--- src/logic/uce_params.svh ---
`ifndef UCE_PARAMS_SVH
`define UCE_PARAMS_SVH

// ------------------------------------------------------------
// register offsets (vendor request index)
// ------------------------------------------------------------
`define UCE_ADDR_ENABLE   10'h000
`define UCE_ADDR_FLOW     10'h006
`define UCE_ADDR_RESUME   10'h007
`define UCE_ADDR_PAUSE    10'h008
`define UCE_ADDR_ERRSTAT  10'h009
`define UCE_ADDR_PERBYTE  10'h045
`define UCE_ADDR_USBSTAT  10'h262

// ------------------------------------------------------------
// field positions
// ------------------------------------------------------------
`define UCE_EN_TX_BIT     0
`define UCE_EN_RX_BIT     1
`define UCE_FC_HDX_BIT    3
`define UCE_FC_MODE_MSB   2
`define UCE_ES_BRK_BIT    3
`define UCE_ES_FRM_BIT    4
`define UCE_ES_PAR_BIT    5
`define UCE_ES_OVR_BIT    6
`define UCE_ES_LIVE_BIT   7
`define UCE_PB_EN_BIT     0

// ------------------------------------------------------------
// reset values, usb status read mask
// ------------------------------------------------------------
`define UCE_RST_ENABLE    2'h0
`define UCE_RST_FLOW      4'h0
`define UCE_RST_RESUME    8'h11
`define UCE_RST_PAUSE     8'h13
`define UCE_RST_ERR       4'h0
`define UCE_USB_MASK      16'h3f3f

`endif

--- src/logic/uce_pkg.sv ---
package uce_pkg;

  // ------------------------------------------------------------
  // modes
  // ------------------------------------------------------------
  typedef enum logic [2:0] {
    UCE_MODE_NONE  = 3'b000,
    UCE_MODE_HW    = 3'b001,
    UCE_MODE_SW    = 3'b010,
    UCE_MODE_MDRX  = 3'b011,
    UCE_MODE_MDALL = 3'b100
  } uce_mode_t;

  // ------------------------------------------------------------
  // carriers
  // ------------------------------------------------------------
  typedef struct packed {
    logic        wr;
    logic        rd;
    logic [9:0]  addr;
    logic [15:0] wdata;
  } uce_reg_req_t;

  typedef struct packed {
    logic       valid;
    logic [8:0] data;
    logic       parityErr;
    logic       frameErr;
    logic       breakEvt;
  } uce_rx_evt_t;

  // err: {overrun, parity, framing, break}
  typedef struct packed {
    logic       valid;
    logic       ninth;
    logic [7:0] data;
    logic [3:0] err;
  } uce_rx_out_t;

  typedef struct packed {
    logic [1:0]  enable;
    logic        halfDuplex;
    logic [2:0]  mode;
    logic [7:0]  resumeChar;
    logic [7:0]  pauseChar;
    logic        perByte;
    logic        txPaused;
    logic        addrMatched;
    logic        ctsMeta;
    logic        ctsSync;
    logic        rtsN;
    logic [15:0] rdData;
    logic        rdValid;
    uce_rx_out_t rxOut;
  } uce_state_t;

endpackage

--- src/logic/uce_sticky_flags.sv ---
`timescale 1ns/100ps

module uce_sticky_flags #(
  parameter int W = 4
) (
  // clock and reset
  input  wire logic         clk,
  input  wire logic         rstn,
  // events and clear
  input  wire logic [W-1:0] setVec,
  input  wire logic         clrStrobe,
  // held flags
  output logic      [W-1:0] flags
);
  import uce_pkg::*;

  typedef struct packed {
    logic [W-1:0] flags;
  } uce_sticky_st_t;

  uce_sticky_st_t st_q;
  uce_sticky_st_t st_d;

  // ------------------------------------------------------------
  // next state
  // ------------------------------------------------------------
  // an event in the clearing cycle survives the clear
  always_comb
  begin
    st_d = st_q;
    st_d.flags = setVec | (st_q.flags & ~{W{clrStrobe}});
  end

  always_ff @(posedge clk or negedge rstn)
  begin
    if (!rstn)
    begin
      st_q <= '0;
    end
    else
    begin
      st_q <= st_d;
    end
  end

  assign flags = st_q.flags;

endmodule

--- src/logic/uce_serial_ctrl.sv ---
`timescale 1ns/100ps


`include "uce_params.svh"

module uce_serial_ctrl (
  // clock and reset
  input  wire logic                 clk,
  input  wire logic                 rstn,
  // vendor register requests
  input  wire uce_pkg::uce_reg_req_t regReq,
  output logic               [15:0] regRdData,
  output logic                      regRdValid,
  // usb link state, read only
  input  wire logic          [15:0] usbLinkState,
  // receiver events
  input  wire uce_pkg::uce_rx_evt_t rxEvt,
  input  wire logic                 rxBreakLive,
  input  wire logic                 rxFifoFull,
  // transmitter status
  input  wire logic                 txBusy,
  // handshake pins
  input  wire logic                 ctsPinN,
  output logic                      rtsPinN,
  // control out
  output logic                      rxEnable,
  output logic                      txEnable,
  output logic                      txAllowed,
  output uce_pkg::uce_rx_out_t      rxOut
);
  import uce_pkg::*;

  uce_state_t st_q;
  uce_state_t st_d;

  logic       wrEnable;
  logic       wrFlow;
  logic       wrResume;
  logic       wrPause;
  logic       wrPerByte;
  logic       rdErrStat;
  logic       rxTaking;
  logic       evtTaken;
  logic       isAddrChar;
  logic       hitPause;
  logic       hitResume;
  logic       hitAddr;
  logic       consumed;
  logic       gateOk;
  logic       deliver;
  logic       overrun;
  logic [3:0] errSet;
  logic [3:0] errFlags;
  logic [15:0] errWord;
  uce_mode_t  mode;

  // ------------------------------------------------------------
  // request decode
  // ------------------------------------------------------------
  // no write lockout; host disables first
  assign wrEnable  = regReq.wr && (regReq.addr == `UCE_ADDR_ENABLE);
  assign wrFlow    = regReq.wr && (regReq.addr == `UCE_ADDR_FLOW);
  assign wrResume  = regReq.wr && (regReq.addr == `UCE_ADDR_RESUME);
  assign wrPause   = regReq.wr && (regReq.addr == `UCE_ADDR_PAUSE);
  assign wrPerByte = regReq.wr && (regReq.addr == `UCE_ADDR_PERBYTE);
  assign rdErrStat = regReq.rd && (regReq.addr == `UCE_ADDR_ERRSTAT);

  // ------------------------------------------------------------
  // mode decode
  // ------------------------------------------------------------
  // reserved codes fall back to plain mode
  always_comb
  begin
    unique case (st_q.mode)
      3'b000:  mode = UCE_MODE_NONE;
      3'b001:  mode = UCE_MODE_HW;
      3'b010:  mode = UCE_MODE_SW;
      3'b011:  mode = UCE_MODE_MDRX;
      3'b100:  mode = UCE_MODE_MDALL;
      default: mode = UCE_MODE_NONE;
    endcase
  end

  // ------------------------------------------------------------
  // receive path qualification
  // ------------------------------------------------------------
  // half-duplex ignores line while sending
  assign rxTaking = st_q.enable[`UCE_EN_RX_BIT]
                    && !(st_q.halfDuplex && txBusy);
  assign evtTaken = rxEvt.valid && rxTaking;

  // address characters carry the ninth bit
  assign isAddrChar = rxEvt.data[8];

  // flow characters compared with ninth bit zero
  assign hitPause  = (rxEvt.data == {1'b0, st_q.pauseChar});
  assign hitResume = (rxEvt.data == {1'b0, st_q.resumeChar});

  assign hitAddr = (rxEvt.data[7:0] == st_q.resumeChar)
                   || (rxEvt.data[7:0] == st_q.pauseChar);

  // flow and address characters are eaten, not stored
  always_comb
  begin
    consumed = 1'b0;
    gateOk   = 1'b1;
    unique case (mode)
      UCE_MODE_SW:
      begin
        consumed = hitPause || hitResume;
      end
      UCE_MODE_MDRX, UCE_MODE_MDALL:
      begin
        consumed = isAddrChar;
        gateOk   = st_q.addrMatched;
      end
      default:
      begin
        consumed = 1'b0;
        gateOk   = 1'b1;
      end
    endcase
  end

  assign deliver = evtTaken && !consumed && gateOk;

  // full fifo turns the byte into an overrun
  assign overrun = deliver && rxFifoFull;

  // ------------------------------------------------------------
  // error accumulation
  // ------------------------------------------------------------
  // events gathered since last read
  assign errSet = {overrun,
                   evtTaken && rxEvt.parityErr,
                   evtTaken && rxEvt.frameErr,
                   evtTaken && rxEvt.breakEvt};

  uce_sticky_flags #(
    .W (4)
  ) u_err (
    .clk      (clk),
    .rstn     (rstn),
    .setVec   (errSet),
    .clrStrobe (rdErrStat),
    .flags    (errFlags)
  );

  always_comb
  begin
    errWord = 16'h0000;
    errWord[`UCE_ES_LIVE_BIT] = rxBreakLive;
    errWord[`UCE_ES_OVR_BIT]  = errFlags[3];
    errWord[`UCE_ES_PAR_BIT]  = errFlags[2];
    errWord[`UCE_ES_FRM_BIT]  = errFlags[1];
    errWord[`UCE_ES_BRK_BIT]  = errFlags[0];
  end

  // ------------------------------------------------------------
  // next state
  // ------------------------------------------------------------
  always_comb
  begin
    st_d = st_q;

    if (wrEnable)
    begin
      st_d.enable[`UCE_EN_RX_BIT] = regReq.wdata[`UCE_EN_RX_BIT];
      st_d.enable[`UCE_EN_TX_BIT] = regReq.wdata[`UCE_EN_TX_BIT];
    end

    if (wrFlow)
    begin
      st_d.halfDuplex = regReq.wdata[`UCE_FC_HDX_BIT];
      st_d.mode       = regReq.wdata[`UCE_FC_MODE_MSB:0];
    end

    if (wrResume)
    begin
      st_d.resumeChar = regReq.wdata[7:0];
    end

    if (wrPause)
    begin
      st_d.pauseChar = regReq.wdata[7:0];
    end

    if (wrPerByte)
    begin
      st_d.perByte = regReq.wdata[`UCE_PB_EN_BIT];
    end

    // software pause and resume
    if (evtTaken && (mode == UCE_MODE_SW))
    begin
      if (hitPause)
      begin
        st_d.txPaused = 1'b1;
      end
      else if (hitResume)
      begin
        st_d.txPaused = 1'b0;
      end
    end

    // address char sets or drops the match
    if (evtTaken && isAddrChar
        && ((mode == UCE_MODE_MDRX) || (mode == UCE_MODE_MDALL)))
    begin
      st_d.addrMatched = hitAddr;
    end

    // stale pause or match must not outlive disabling both rx and tx
    if (st_q.enable == 2'b00)
    begin
      st_d.txPaused    = 1'b0;
      st_d.addrMatched = 1'b0;
    end

    // two-flop pin synchroniser
    st_d.ctsMeta = ctsPinN;
    st_d.ctsSync = st_q.ctsMeta;

    // hardware handshake: ask remote to hold off when full
    st_d.rtsN = (mode == UCE_MODE_HW) && rxFifoFull;

    // errors travel with each byte when selected
    st_d.rxOut.valid = deliver && !rxFifoFull;
    if (deliver)
    begin
      st_d.rxOut.ninth = rxEvt.data[8];
      st_d.rxOut.data  = rxEvt.data[7:0];
      st_d.rxOut.err   = st_q.perByte ? errSet : 4'h0;
    end

    // register reads, answered one cycle later
    st_d.rdValid = regReq.rd;
    if (regReq.rd)
    begin
      st_d.rdData = 16'h0000;
      unique case (regReq.addr)
        `UCE_ADDR_ENABLE:
        begin
          st_d.rdData[1:0] = st_q.enable;
        end
        `UCE_ADDR_FLOW:
        begin
          st_d.rdData[`UCE_FC_HDX_BIT] = st_q.halfDuplex;
          st_d.rdData[`UCE_FC_MODE_MSB:0] = st_q.mode;
        end
        `UCE_ADDR_RESUME:
        begin
          st_d.rdData[7:0] = st_q.resumeChar;
        end
        `UCE_ADDR_PAUSE:
        begin
          st_d.rdData[7:0] = st_q.pauseChar;
        end
        `UCE_ADDR_ERRSTAT:
        begin
          st_d.rdData = errWord;
        end
        `UCE_ADDR_PERBYTE:
        begin
          st_d.rdData[`UCE_PB_EN_BIT] = st_q.perByte;
        end
        `UCE_ADDR_USBSTAT:
        begin
          st_d.rdData = usbLinkState & `UCE_USB_MASK;
        end
        default:
        begin
          st_d.rdData = 16'h0000;
        end
      endcase
    end
  end

  // ------------------------------------------------------------
  // state register
  // ------------------------------------------------------------
  always_ff @(posedge clk or negedge rstn)
  begin
    if (!rstn)
    begin
      st_q             <= '0;
      st_q.enable      <= `UCE_RST_ENABLE;
      st_q.resumeChar  <= `UCE_RST_RESUME;
      st_q.pauseChar   <= `UCE_RST_PAUSE;
      st_q.ctsMeta     <= 1'b1;
      st_q.ctsSync     <= 1'b1;
    end
    else
    begin
      st_q <= st_d;
    end
  end

  // ------------------------------------------------------------
  // outputs
  // ------------------------------------------------------------
  assign regRdData  = st_q.rdData;
  assign regRdValid = st_q.rdValid;
  assign rtsPinN    = st_q.rtsN;
  assign rxEnable   = st_q.enable[`UCE_EN_RX_BIT];
  assign txEnable   = st_q.enable[`UCE_EN_TX_BIT];
  assign rxOut      = st_q.rxOut;

  // transmit permission per mode
  always_comb
  begin
    unique case (mode)
      UCE_MODE_HW:
      begin
        txAllowed = txEnable && !st_q.ctsSync;
      end
      UCE_MODE_SW:
      begin
        txAllowed = txEnable && !st_q.txPaused;
      end
      UCE_MODE_MDALL:
      begin
        txAllowed = txEnable && st_q.addrMatched;
      end
      default:
      begin
        txAllowed = txEnable;
      end
    endcase
  end

endmodule

--- config.mk ---
export PLATFORM = sky130hd
export DESIGN_NAME = uce_serial_ctrl
export DESIGN_NICKNAME = d
export VERILOG_FILES = /design/src/logic/uce_pkg.sv /design/src/logic/uce_sticky_flags.sv /design/src/logic/uce_serial_ctrl.sv
export VERILOG_INCLUDE_DIRS = /design/src /design/src/logic
export SDC_FILE = /design/constraint.sdc
export NUM_CORES = 1
export LEC_CHECK = 0
export BUFFER_PORTS_ARGS = -buffer_cell sky130_fd_sc_hd__buf_2
export CORE_MARGIN = 4
export CORE_UTILIZATION = 36
export DETAILED_ROUTE_END_ITERATION = 6
export GPL_ROUTABILITY_DRIVEN = 0
export PLACE_DENSITY = 0.67
export SLEW_MARGIN = 20
export SYNTH_ARGS = -nofsm -noshare
export SYNTH_HDL_FRONTEND = slang
export SYNTH_SLANG_ARGS = --single-unit
--- constraint.sdc ---
create_clock -name clk -period 6 [get_ports clk]
set_clock_uncertainty 0.15 [all_clocks]
set_input_delay 1.5 -clock clk [delete_from_list [all_inputs] [get_ports clk]]
set_output_delay 1.5 -clock clk [all_outputs]
set_load 0.05 [all_outputs]
Word level (Yosys, flattened, before mapping) --
Cells that the tools add are included.
Storage, ports and cells: register bits 63, input port bits 63, logic and storage cells 92
Operators by class: eq/ne operators 18, mux-type cells 15, bitwise gates (word level) 3, reductions and logical operators 38
Operator list (number):
- 1-bit logical AND | 23
- 10-bit by 3-bit == test with 1-bit output, second input constant | 2
- 10-bit by 4-bit == test with 1-bit output, second input constant | 2
- 9-bit by 8-bit == test with 1-bit output | 2
- 8-bit == test | 2
- 4-bit one-hot mux with 4 select lines | 1
- 3-bit by 2-bit == test with 1-bit output, second input constant | 4
- 3-bit one-hot mux with 4 select lines | 1
- 10-bit == test, second input constant | 1
- 10-bit by 7-bit == test with 1-bit output, second input constant | 1
- 10-bit zero test | 1
- 2-bit one-hot mux with 5 select lines | 1
- 3-bit by 1-bit == test with 1-bit output, second input constant | 2
- 3-bit == test, second input constant | 2
- 6-bit 2-to-1 mux | 1
- 1-bit one-hot mux with 6 select lines | 1
- 1-bit zero test | 5
- 1-bit 2-to-1 mux | 5
- 1-bit one-hot mux with 5 select lines | 1
- 4-bit bitwise AND | 1
- 4-bit 2-to-1 mux | 1
- 4-bit NOT | 1
- 4-bit OR | 1
- 2-bit nonzero test | 2
- other kinds (8) | 10

Logic depth before layout (Yosys ltp) --
Gate-level depths: netlist of run 1.
word-level depth 10, mapped depth 8

Cells and area by module --
From an unflattened synthesis of run 1, not the netlist that was laid out.
Second synthesis, totals: cells, all modules 345, area total of the unflattened synthesis 3493.4 um^2
Modules (own cells, without submodules):
- uce_serial_ctrl | times used 1, cells an instance 336, area an instance 3359.5 um^2
- uce_sticky_flags | times used 1, cells an instance 9, area an instance 133.9 um^2

Worst setup path after synthesis of run 1 --
OpenSTA, ideal clock, no wires.
path kind input port to flip-flop, from input regReq[20] (netlist bit), to register st_q[53] (netlist bit), setup time 125 ps, data arrival time 2973 ps, slack 2752 ps, cell stages on the path 5, buffers on the path 0, cells stage by stage or3_4 > nor4_4 > nand2_1 > nor3b_4 > mux2_2
Between the ends: cells in the longest elaborated chain, start to end 2
RTL lines:
- start: declaration | RTL line uce_serial_ctrl.sv:11 | input wire uce_pkg::uce_reg_req_t regReq,
- 10-bit by 3-bit == test with 1-bit output
- 1-bit logical AND | RTL line uce_serial_ctrl.sv:62 | assign wrFlow = regReq.wr && (regReq.addr == `UCE_ADDR_FLOW);
- end signal: assignment | RTL line uce_serial_ctrl.sv:295 | st_q <= st_d;
- end: declaration | RTL line uce_serial_ctrl.sv:33 | uce_state_t st_q;
Every way passes these cells. A chain may end at the register's enable or synchronous reset.

Worst setup path after layout of run 1 --
from input rxEvt[12] (netlist bit), to register st_q, in the netlist rxOut[7]
Between the ends: cells in the longest elaborated chain, start to end 3
RTL lines:
- start: declaration | RTL line uce_serial_ctrl.sv:17 | input wire uce_pkg::uce_rx_evt_t rxEvt,
- 1-bit logical AND | RTL line uce_serial_ctrl.sv:90 | assign evtTaken = rxEvt.valid && rxTaking;
- 1-bit logical AND (2 in a row) | RTL line uce_serial_ctrl.sv:125 | assign deliver = evtTaken && !consumed && gateOk;
Every way passes these cells.

==> metrics.yaml, run 1 <==
clocking:
  cts_hold_buffers: 0
  clock-root-buffer: "clkbuf_8"
  cts_inserted_buffers: 9
  cts_resized: 0
  cts_sinks: 61
  clk_path_buf_depth: 2
  clk_pin_slew_ps: 60
  cts_max_level: 3
  worstSkewPairLatency_ps: 350
  cts_tree: "done"
  post_cts_buffers: 0
die:
  start_util_pct: 37.6
  num_rows: 33
  die_area_sq_um: 10300
  ios: 98
  die_w_um: 102
  dieHeight_um: 102
  core_area_sq_um: 8380
routing:
  first_pass_iters: 4
  vias: 2267
  routed_wl_um: 7460
  drc: 0
  viasPerCell: 4.98
  ant_nets: 0
  initialDrtViolationCount: 93
  post_drt_wl_per_cell_um: 16.4
final_layout:
  n_fill_cell: 816
  final_nets: 408
  area_growth_syn_to_layout_pct: 16.4
  drive_gt1_share_pct: 41.7
  final_cell_count_no_fill: 455
  diodes: 0
  multi_input_area_sq_um: 1320
  final_common_cell: "buf_2"
  seqCellArea_sq_um: 1540
  mostFrequentLayoutCells: "buf_2, dfrtp_1, mux2_2"
synthesis:
  synth_edf_count: 0
  synth_area_leaders: "dfrtp_1, mux2_2, buf_4, dfstp_2, xnor2_1"
  yosysSeqAreaShare_pct: 48.7
  ys_types: 49
  async_flop_share_pct: 100
  yosys.area.top_type_share_pct: 42.9
  synth_top_flop_cell: "dfrtp_1"
  syn_inst: 289
  avgSynthCellArea_sq_um: 10.9
  ys_warn_count: 0
  yosys.area.top_type: "dfrtp_1"
  synthesis.area_sq_um: 3150
  synth_seq_cells: 61
power:
  power.internal_mw: 0.741
  p_clk_share_pct: 43.9
  switchingPower_mw: 0.253
  powerDensity_nw_per_um2: 271
  combPwrFrac_pct: 12.1
  seqPwrFrac_pct: 44.1
  p_sw_share_pct: 25.5
  p_leak_nw: 1.77
  ir_drop_v: 0.000144
grt:
  met1_usage_pct: 18.4
  top_usage_layer: "met2"
  overflow: 0
  met2_usage_pct: 23.1
  grt_pass1_wl_um: 11700
  grtUsageTotal_pct: 15.0
  grt_use_met3_pct: 4.89
  antenna_found_initial: 0
  grt_start_max_net_pins: 62
  grt_pass1_vias: 2319
worst_setup_path:
  cp-start-kind: "primary input"
  reg2reg_setup_slack_ps: 3300
  cp_max_fo: 14
  r2r_end: "rxOut[7]$_DFFE_PN0N_"
  r2r_start: "rxEnable$_DFFE_PN0P_"
  cp.required_ps: 6070
  cp_cell_sequence: "buf_2, nand2_1, a21oi_1, a21boi_0, nand2_1, mux2_2"
  reg2reg_depth: 5
  crit_top_cell: "nand2_1"
  crit_type: "in -> reg"
  slowest_delay_ps: 570
  cpLargestDelayFamily: "compound AO/OA/AOI/OAI gates"
  critical-path-slowest-cell: "a21oi_1"
  critPathBufInv: 1
  cp-end-kind: "flip-flop"
  worst_ep_arrival_time_ps: 3530
worst_hold_path:
  hold_depth: 0
  hp-start: "st_d[32]$_DFF_PN1_"
  holdCritPathClass: "reg -> reg"
  hold_path_end: "st_q[32]$_DFF_PN1_"
timing:
  finalWorstPathRequiredPeriod_ps: 3450
  max_slew.worst_pin.slew_ps: 779
  hold_viol: 0
  finalMaxSlewViolations: 0
  final-setup-viol-count: 0
  grt_setup_unrepaired: "false"
  tns_ps: 0
  finalCritPeriodShare_pct: 57.6
  slew_headroom_pct: 48.1
  max_freq_mhz: 290
flow_run:
  max_cap_viol_count: 0
placed_design:
  dp_hpwl_um: 5600
  dp_cells: 439
  port_buffers: 83
outcome:
  status: "finished, final reports clean"
cell families after synthesis:
family	Yosys count	share of synthesized area, %
other	1	0.119
xor gates and xnor gates	16	4.45
muxes	41	14.4
AOI/OAI and AO/OA	44	9.02
buffers and inverters	46	9.37
and+or+nand+nor	80	13.9
DFF	61	48.7
worst register-to-register path, cell delays in order, from the launching register on:
cell	delay, ps
dfrtp_1	450
nand2_1	70
a21oi_1	570
a21boi_0	370
nand2_1	520
mux2_2	450
flip-flops by register name, summed over array words and instances (netlist names):
register and count:
st_q 24, regRdData 14, rxOut 14, u_err.flags 4, regRdValid 1, rtsPinN 1
rxEnable 1, st_d 1, txEnable 1
metal layers:
layer	routed length, um	share of wire [%]
met1	3300	44
met2	3240	43
met3	639	8.6
met4	274	3.7
met5	0	0
cell type report:
type | instances | share of cell area [%]
clock buffer | 11 | 3.58
clock inverter | 5 | 2.73
inverter | 6 | 0.614
multi-input combinational | 183 | 36.1
sequential | 61 | 41.9
tap | 105 | 3.58
timing repair buffer | 84 | 11.5
cell usage after synthesis (7+ instances only):
master,n
mux2i_1,7
xnor2_1,16
nand3_1,11
o21ai_0,12
mux2_2,34
dfstp_2,7
buf_4,32
nand2_1,16
a21oi_1,11
nor2_1,24
dfrtp_1,54
power by group through the flow:
stage / registers (mW) / logic [mW] / clock network [mW]
2_1_floorplan: 0.444 / 0.0866 / 0
3_3_place_gp: 0.445 / 0.119 / 0
3_5_place_dp: 0.446 / 0.121 / 0
4_1_cts: 0.438 / 0.122 / 0.447
5_1_grt: 0.440 / 0.129 / 0.464
6_report: 0.438 / 0.120 / 0.437
through the flow:
| stage | total power [mW] | setup slack [ps] | utilization [%] | area, sq um | hold slack [ps] |
|---|---|---|---|---|---|
| finish | 0.995 | 2550 | 43.8 | 3670 | 207 |
| global route | 1.03 | 2280 | 43.8 | 3670 | 215 |
| CTS | 1.01 | 2530 | 43.8 | 3670 | 207 |
| detailed placement | 0.567 | 2180 | 41.0 | 3440 | 198 |
| global placement | 0.565 | 2180 | 41.0 | 3440 | 198 |
| floorplan | 0.531 | 2750 | - | 3150 | 195 |
worst max path at each step:
stage / startpoint / cells after the start / to
after detailed placement: rxEvt[12] / 6 / rxOut[10]$_DFFE_PN0N_
after CTS: rxEvt[12] / 6 / rxOut[10]$_DFFE_PN0N_
after global placement: rxEvt[12] / 6 / rxOut[10]$_DFFE_PN0N_
after global routing: rxEvt[12] / 6 / rxOut[11]$_DFFE_PN0N_
final: rxEvt[12] / 6 / rxOut[7]$_DFFE_PN0N_
after floorplan: regReq[20] / 5 / st_q[53]$_DFFE_PN0P_
(Power assumes the default switching activity.)
==> run 2, diff against run 1 <==
PLACE_DENSITY = 0.69   (was 0.67)
clock period = 2.8 ns   (was 6 ns; I/O delays follow)
==> metrics.yaml, run 2 (synthesized netlist as in run 1, its figures left out) <==
outcome:
  status: "finished, final reports clean"  # unchanged
clocking:
  cts_inserted_buffers: 9  # unchanged
  cts_resized: 0  # unchanged
  cts_hold_buffers: 0  # unchanged
  cts_sinks: 61  # unchanged
  clock-root-buffer: "clkbuf_8"  # unchanged
  clk_pin_slew_ps: 70  # was 60 ps
  worstSkewPairLatency_ps: 340  # was 350 ps
  cts_max_level: 3  # unchanged
  post_cts_buffers: 0  # unchanged
  clk_path_buf_depth: 2  # unchanged
  cts_tree: "done"  # unchanged
timing:
  finalCritPeriodShare_pct: 88.6
  hold_viol: 0  # unchanged
  finalMaxSlewViolations: 0  # unchanged
  max_freq_mhz: 403
  tns_ps: 0  # unchanged
  max_slew.worst_pin.slew_ps: 629  # was 779 ps
  slew_headroom_pct: 58.0  # was 48.1%
  final-setup-viol-count: 0  # unchanged
  finalWorstPathRequiredPeriod_ps: 2480
  grt_setup_unrepaired: "false"  # unchanged
grt:
  grt_pass1_vias: 2477  # was 2319
  met1_usage_pct: 18.9  # was 18.4%
  grt_start_max_net_pins: 27  # was 62
  met2_usage_pct: 25.1  # was 23.1%
  overflow: 0  # unchanged
  grt_pass1_wl_um: 12200  # was 11700 um
  antenna_found_initial: 0  # unchanged
  grt_use_met3_pct: 4.06  # was 4.89%
  top_usage_layer: "met2"  # unchanged
  grtUsageTotal_pct: 15.5  # was 15.0%
worst_setup_path:
  worst_ep_arrival_time_ps: 1630  # was 3530 ps
  cp-start-kind: "flip-flop"  # was primary input
  cp-end-kind: "output pin"  # was flip-flop
  crit_type: "reg -> out"  # was in -> reg
  critical-path-slowest-cell: "dfrtp_1"  # was a21oi_1
  slowest_delay_ps: 510  # was 570 ps
  cp_max_fo: 9  # was 14
  cp_cell_sequence: "nand3b_1, o21ai_0, o21ai_0, and2_1, buf_2"  # was buf_2, nand2_1, a21oi_1, a21boi_0, nand2_1, mux2_2
  cp.required_ps: 1950  # was 6070 ps
  crit_top_cell: "o21ai_0"  # was nand2_1
power:
  ir_drop_v: 0.000259  # was 0.000144 V
  powerDensity_nw_per_um2: 588  # was 271 nW/um^2
  total_power_mw: 2.22  # was 0.995 mW
  p_leak_nw: 1.83  # was 1.77 nW
die:
  die_w_um: 102  # unchanged
  core_area_sq_um: 8380  # unchanged
  dieHeight_um: 102  # unchanged
  start_util_pct: 37.6  # unchanged
  num_rows: 33  # unchanged
  ios: 98  # unchanged
  die_area_sq_um: 10300  # unchanged
final_layout:
  top_register: "st_q"  # unchanged
  final_common_cell: "buf_2"  # unchanged
  area_growth_syn_to_layout_pct: 19.6  # was 16.4%
  mostFrequentLayoutCells: "buf_2, dfrtp_1, mux2_2"  # unchanged
  drive_gt1_share_pct: 43.3  # was 41.7%
  largest_reg_flops: 24  # unchanged
  final_nets: 416  # was 408
  diodes: 0  # unchanged
routing:
  first_pass_iters: 4  # unchanged
  post_drt_wl_per_cell_um: 16.7  # was 16.4 um
  viasPerCell: 5.05  # was 4.98
  vias: 2339  # was 2267
  drc: 0  # unchanged
  ant_nets: 0  # unchanged
  initialDrtViolationCount: 90  # was 93
  routed_wl_um: 7710  # was 7460 um
worst_hold_path:
  holdCritPathClass: "in -> async"  # was reg -> reg
flow_run:
  max_cap_viol_count: 0  # unchanged
placed_design:
  port_buffers: 83  # unchanged
  dp_hpwl_um: 5980  # was 5600 um
[run 2: layout make-up]
| cell class | instances | area (sq um) |
|---|---|---|
| sequential | 61 | 1540 |
| inverter | 6 | 22.5 |
| clock buffer | 13 | 169 |
| clock inverter | 3 | 90.1 |
| fill | 798 | 4610 |
| tap | 105 | 131 |
| multi-input combinational | 183 | 1320 |
| timing repair buffer | 92 | 495 |
[run 2: per-layer routing]
metal  part of all wire [%]  vias up  wire length, um
met5                      0        -                0
met4                    2.6        0              197
met3                    7.3       20              564
met2                     48       84             3670
met1                     43     1117             3280
li1                       -     1118                -
[run 2: worst max-delay path: cells and delay by family, from the launching register on]
kind	cells	cell delay [ps]
flops	1	510
simple gates	2	310
buf+inv	1	260
compound gates	2	220
[run 2: per-stage QoR]
| stage | worst slack [ps] | hold slack (ps) | cells | util, % | area (sq um) |
|---|---|---|---|---|---|
| after floorplan | 352 | 195 | 290 | - | 3150 |
| after global placement | 250 | 197 | 447 | 41.9 | 3510 |
| after detailed placement | 230 | 200 | 447 | 41.9 | 3510 |
| after CTS | 310 | 173 | 463 | 44.9 | 3770 |
| after global routing | 182 | 198 | 463 | 44.9 | 3770 |
| final | 319 | 162 | 463 | 44.9 | 3770 |
[run 2: report_power, final]
| part | switching (mW) | internal, mW | total, mW |
|---|---|---|---|
| clock | 0.347 | 0.665 | 1.01 |
| combinational | 0.176 | 0.0868 | 0.263 |
| sequential | 0.0231 | 0.917 | 0.940 |
| total | 0.547 | 1.67 | 2.22 |
[run 2: path summary, 6_finish.rpt]
check                                     start              endpoint  slack, ps  cells after the start
setup / recovery           st_q[53]$_DFFE_PN0P_             txAllowed        320                      5
hold / removal                             rstn  rxOut[6]$_DFFE_PN0N_        160                      1
setup reg to reg           st_q[55]$_DFFE_PN0P_  rxOut[5]$_DFFE_PN0N_        510                      5
hold reg to reg              st_d[32]$_DFF_PN1_    st_q[32]$_DFF_PN1_        210                      0
max in group asynchronous                  rstn  st_q[45]$_DFFE_PN1P_       1660                      2
min in group clk             st_d[32]$_DFF_PN1_    st_q[32]$_DFF_PN1_        210                      0
==> run 3, diff against run 2 <==
==> constraint.sdc (replaced) <==
create_clock -name clk -period 2.8 [get_ports clk]
set_clock_uncertainty 0.15 [all_clocks]
set_input_delay 0.56 -clock clk [delete_from_list [all_inputs] [get_ports clk]]
set_output_delay 0.56 -clock clk [all_outputs]
set_load 0.05 [all_outputs]
==> metrics.yaml, run 3 (synthesized netlist as in run 1, its figures left out) <==
outcome:
  status: "finished, final reports clean"  # unchanged
worst_setup_path:
  critical-path-slowest-cell: "nor4b_1"  # was dfrtp_1
  cp_cell_sequence: "nor4b_1, o21ai_0, nand2_1, buf_4, mux2_2"  # was nand3b_1, o21ai_0, o21ai_0, and2_1, buf_2
  worst_ep_arrival_time_ps: 2480  # was 1630 ps
  crit_start: "st_q[55]$_DFFE_PN0P_"  # was st_q[53]$_DFFE_PN0P_
  r2r_start: "st_q[55]$_DFFE_PN0P_"  # unchanged
  slowest_delay_ps: 550  # was 510 ps
  cp_max_fo: 8  # was 9
  cp.required_ps: 2880  # was 1950 ps
  crit_type: "reg -> reg"  # was reg -> out
  r2r_end: "rxOut[4]$_DFFE_PN0N_"  # was rxOut[5]$_DFFE_PN0N_
  cp-end-kind: "flip-flop"  # was output pin
  cp-start-kind: "flip-flop"  # unchanged
  reg2reg_setup_slack_ps: 400  # was 510 ps
  reg2reg_depth: 5  # unchanged
routing:
  dr_wl_met2_um: 3680  # was 3670 um
  vias: 2348  # was 2339
  first_pass_iters: 4  # unchanged
  initialDrtViolationCount: 84  # was 90
  viasPerCell: 5.09  # was 5.05
  ant_nets: 0  # unchanged
  wl_met1_um: 3250  # was 3280 um
  met3_length_um: 575  # was 564 um
  post_drt_wl_per_cell_um: 16.8  # was 16.7 um
  top_layer: "met4"  # unchanged
  drc: 0  # unchanged
  routed_wl_um: 7720  # was 7710 um
grt:
  grt_pass1_wl_um: 12100  # was 12200 um
  grtUsageTotal_pct: 15.6  # was 15.5%
  antenna_found_initial: 0  # unchanged
  overflow: 0  # unchanged
  grt_start_max_net_pins: 40  # was 27
  grt_pass1_vias: 2354  # was 2477
clocking:
  cts_resized: 0  # unchanged
  cts_sinks: 61  # unchanged
  clk_pin_slew_ps: 70  # about the same
  cts_hold_buffers: 0  # unchanged
  cts_tree: "done"  # unchanged
  worstSkewPairLatency_ps: 350  # was 340 ps
  clk_path_buf_depth: 2  # unchanged
  post_cts_buffers: 0  # unchanged
  clock-root-buffer: "clkbuf_8"  # unchanged
  cts_max_level: 3  # unchanged
  cts_inserted_buffers: 9  # unchanged
final_layout:
  drive_gt1_share_pct: 43.0  # was 43.3%
  final_cell_count_no_fill: 461  # was 463
  n_fill_cell: 825  # was 798
  utilization_pct: 44.4  # was 44.9%
  final_common_cell: "buf_2"  # unchanged
  final_nets: 414  # was 416
  area_growth_syn_to_layout_pct: 18.0  # was 19.6%
  top_register: "st_q"  # unchanged
  mostFrequentLayoutCells: "buf_2, dfrtp_1, mux2_2"  # unchanged
  design_area_sq_um: 3720  # was 3770 sq um
  diodes: 0  # unchanged
  largest_reg_flops: 24  # unchanged
timing:
  finalMaxSlewViolations: 0  # unchanged
  tns_ps: 0  # unchanged
  grt_setup_unrepaired: "false"  # unchanged
  final-setup-viol-count: 0  # unchanged
  max_slew.worst_pin.slew_ps: 655  # was 629 ps
  finalWorstPathRequiredPeriod_ps: 2400  # was 2480 ps
  whs_ps: 58.9  # was 162 ps
  finalCritPeriodShare_pct: 85.8  # was 88.6%
  slew_headroom_pct: 56.2  # was 58.0%
  hold_viol: 0  # unchanged
  max_freq_mhz: 416  # was 403 MHz
  setup_slack_ps: 398  # was 319 ps
die:
  core_area_sq_um: 8380  # unchanged
  start_util_pct: 37.6  # unchanged
  die_w_um: 102  # unchanged
  die_area_sq_um: 10300  # unchanged
  dieHeight_um: 102  # unchanged
  ios: 98  # unchanged
  num_rows: 33  # unchanged
power:
  ir_drop_v: 0.000283  # was 0.000259 V
  p_leak_nw: 1.81  # was 1.83 nW
  powerDensity_nw_per_um2: 563  # was 588 nW/um^2
  total_power_mw: 2.09  # was 2.22 mW
placed_design:
  dp_cells: 445  # was 447
  dpl-instance-area_sq_um: 3490  # was 3510 sq um
  port_buffers: 83  # unchanged
  dp_hpwl_um: 5930  # was 5980 um
  pre_cts_ws_ps: 280  # was 230 ps
worst_hold_path:
  holdCritPathClass: "in -> async"  # unchanged
flow_run:
  max_cap_viol_count: 0  # unchanged
==> run 3: worst max path at each step <==
stage                                      end  slack, ps
after floorplan           st_q[53]$_DFFE_PN0P_        490
after global placement    rxOut[6]$_DFFE_PN0N_        350
after detailed placement  rxOut[4]$_DFFE_PN0N_        280
after CTS                 rxOut[4]$_DFFE_PN0N_        390
after global routing      rxOut[4]$_DFFE_PN0N_        260
final                     rxOut[4]$_DFFE_PN0N_        400
==> run 3: worst max-delay path: cells and delay by family, from the launching register on <==
| family | cells | cell delay, ps |
|---|---|---|
| simple gates | 2 | 820 |
| flops | 1 | 480 |
| compound gates | 1 | 280 |
| mux | 1 | 350 |
| buf+inv | 1 | 210 |
==> run 3: cell type report <==
type	instances	area (sq um)	area share (%)
timing repair buffer	90	480	12.9
clock buffer	12	155	4.17
inverter	6	22.5	0.606
clock inverter	4	70.1	1.88
tap	105	131	3.53
multi-input combinational	183	1320	35.6
sequential	61	1540	41.3
==> run 3: power by group <==
| part | leakage, nW | total [mW] | switching [mW] | internal [mW] |
|---|---|---|---|---|
| clock | 0.116 | 0.890 | 0.343 | 0.547 |
| sequential | 0.809 | 0.940 | 0.0232 | 0.917 |
| combinational | 0.881 | 0.262 | 0.177 | 0.0850 |
==> run 3: routing by layer <==
layer  vias to the layer above  global-route usage (%)
li1                       1107                       -
met1                      1134                    19.2
met2                        87                    25.0
met3                        20                    5.30
met4                         0                    6.65
met5                         -                       0
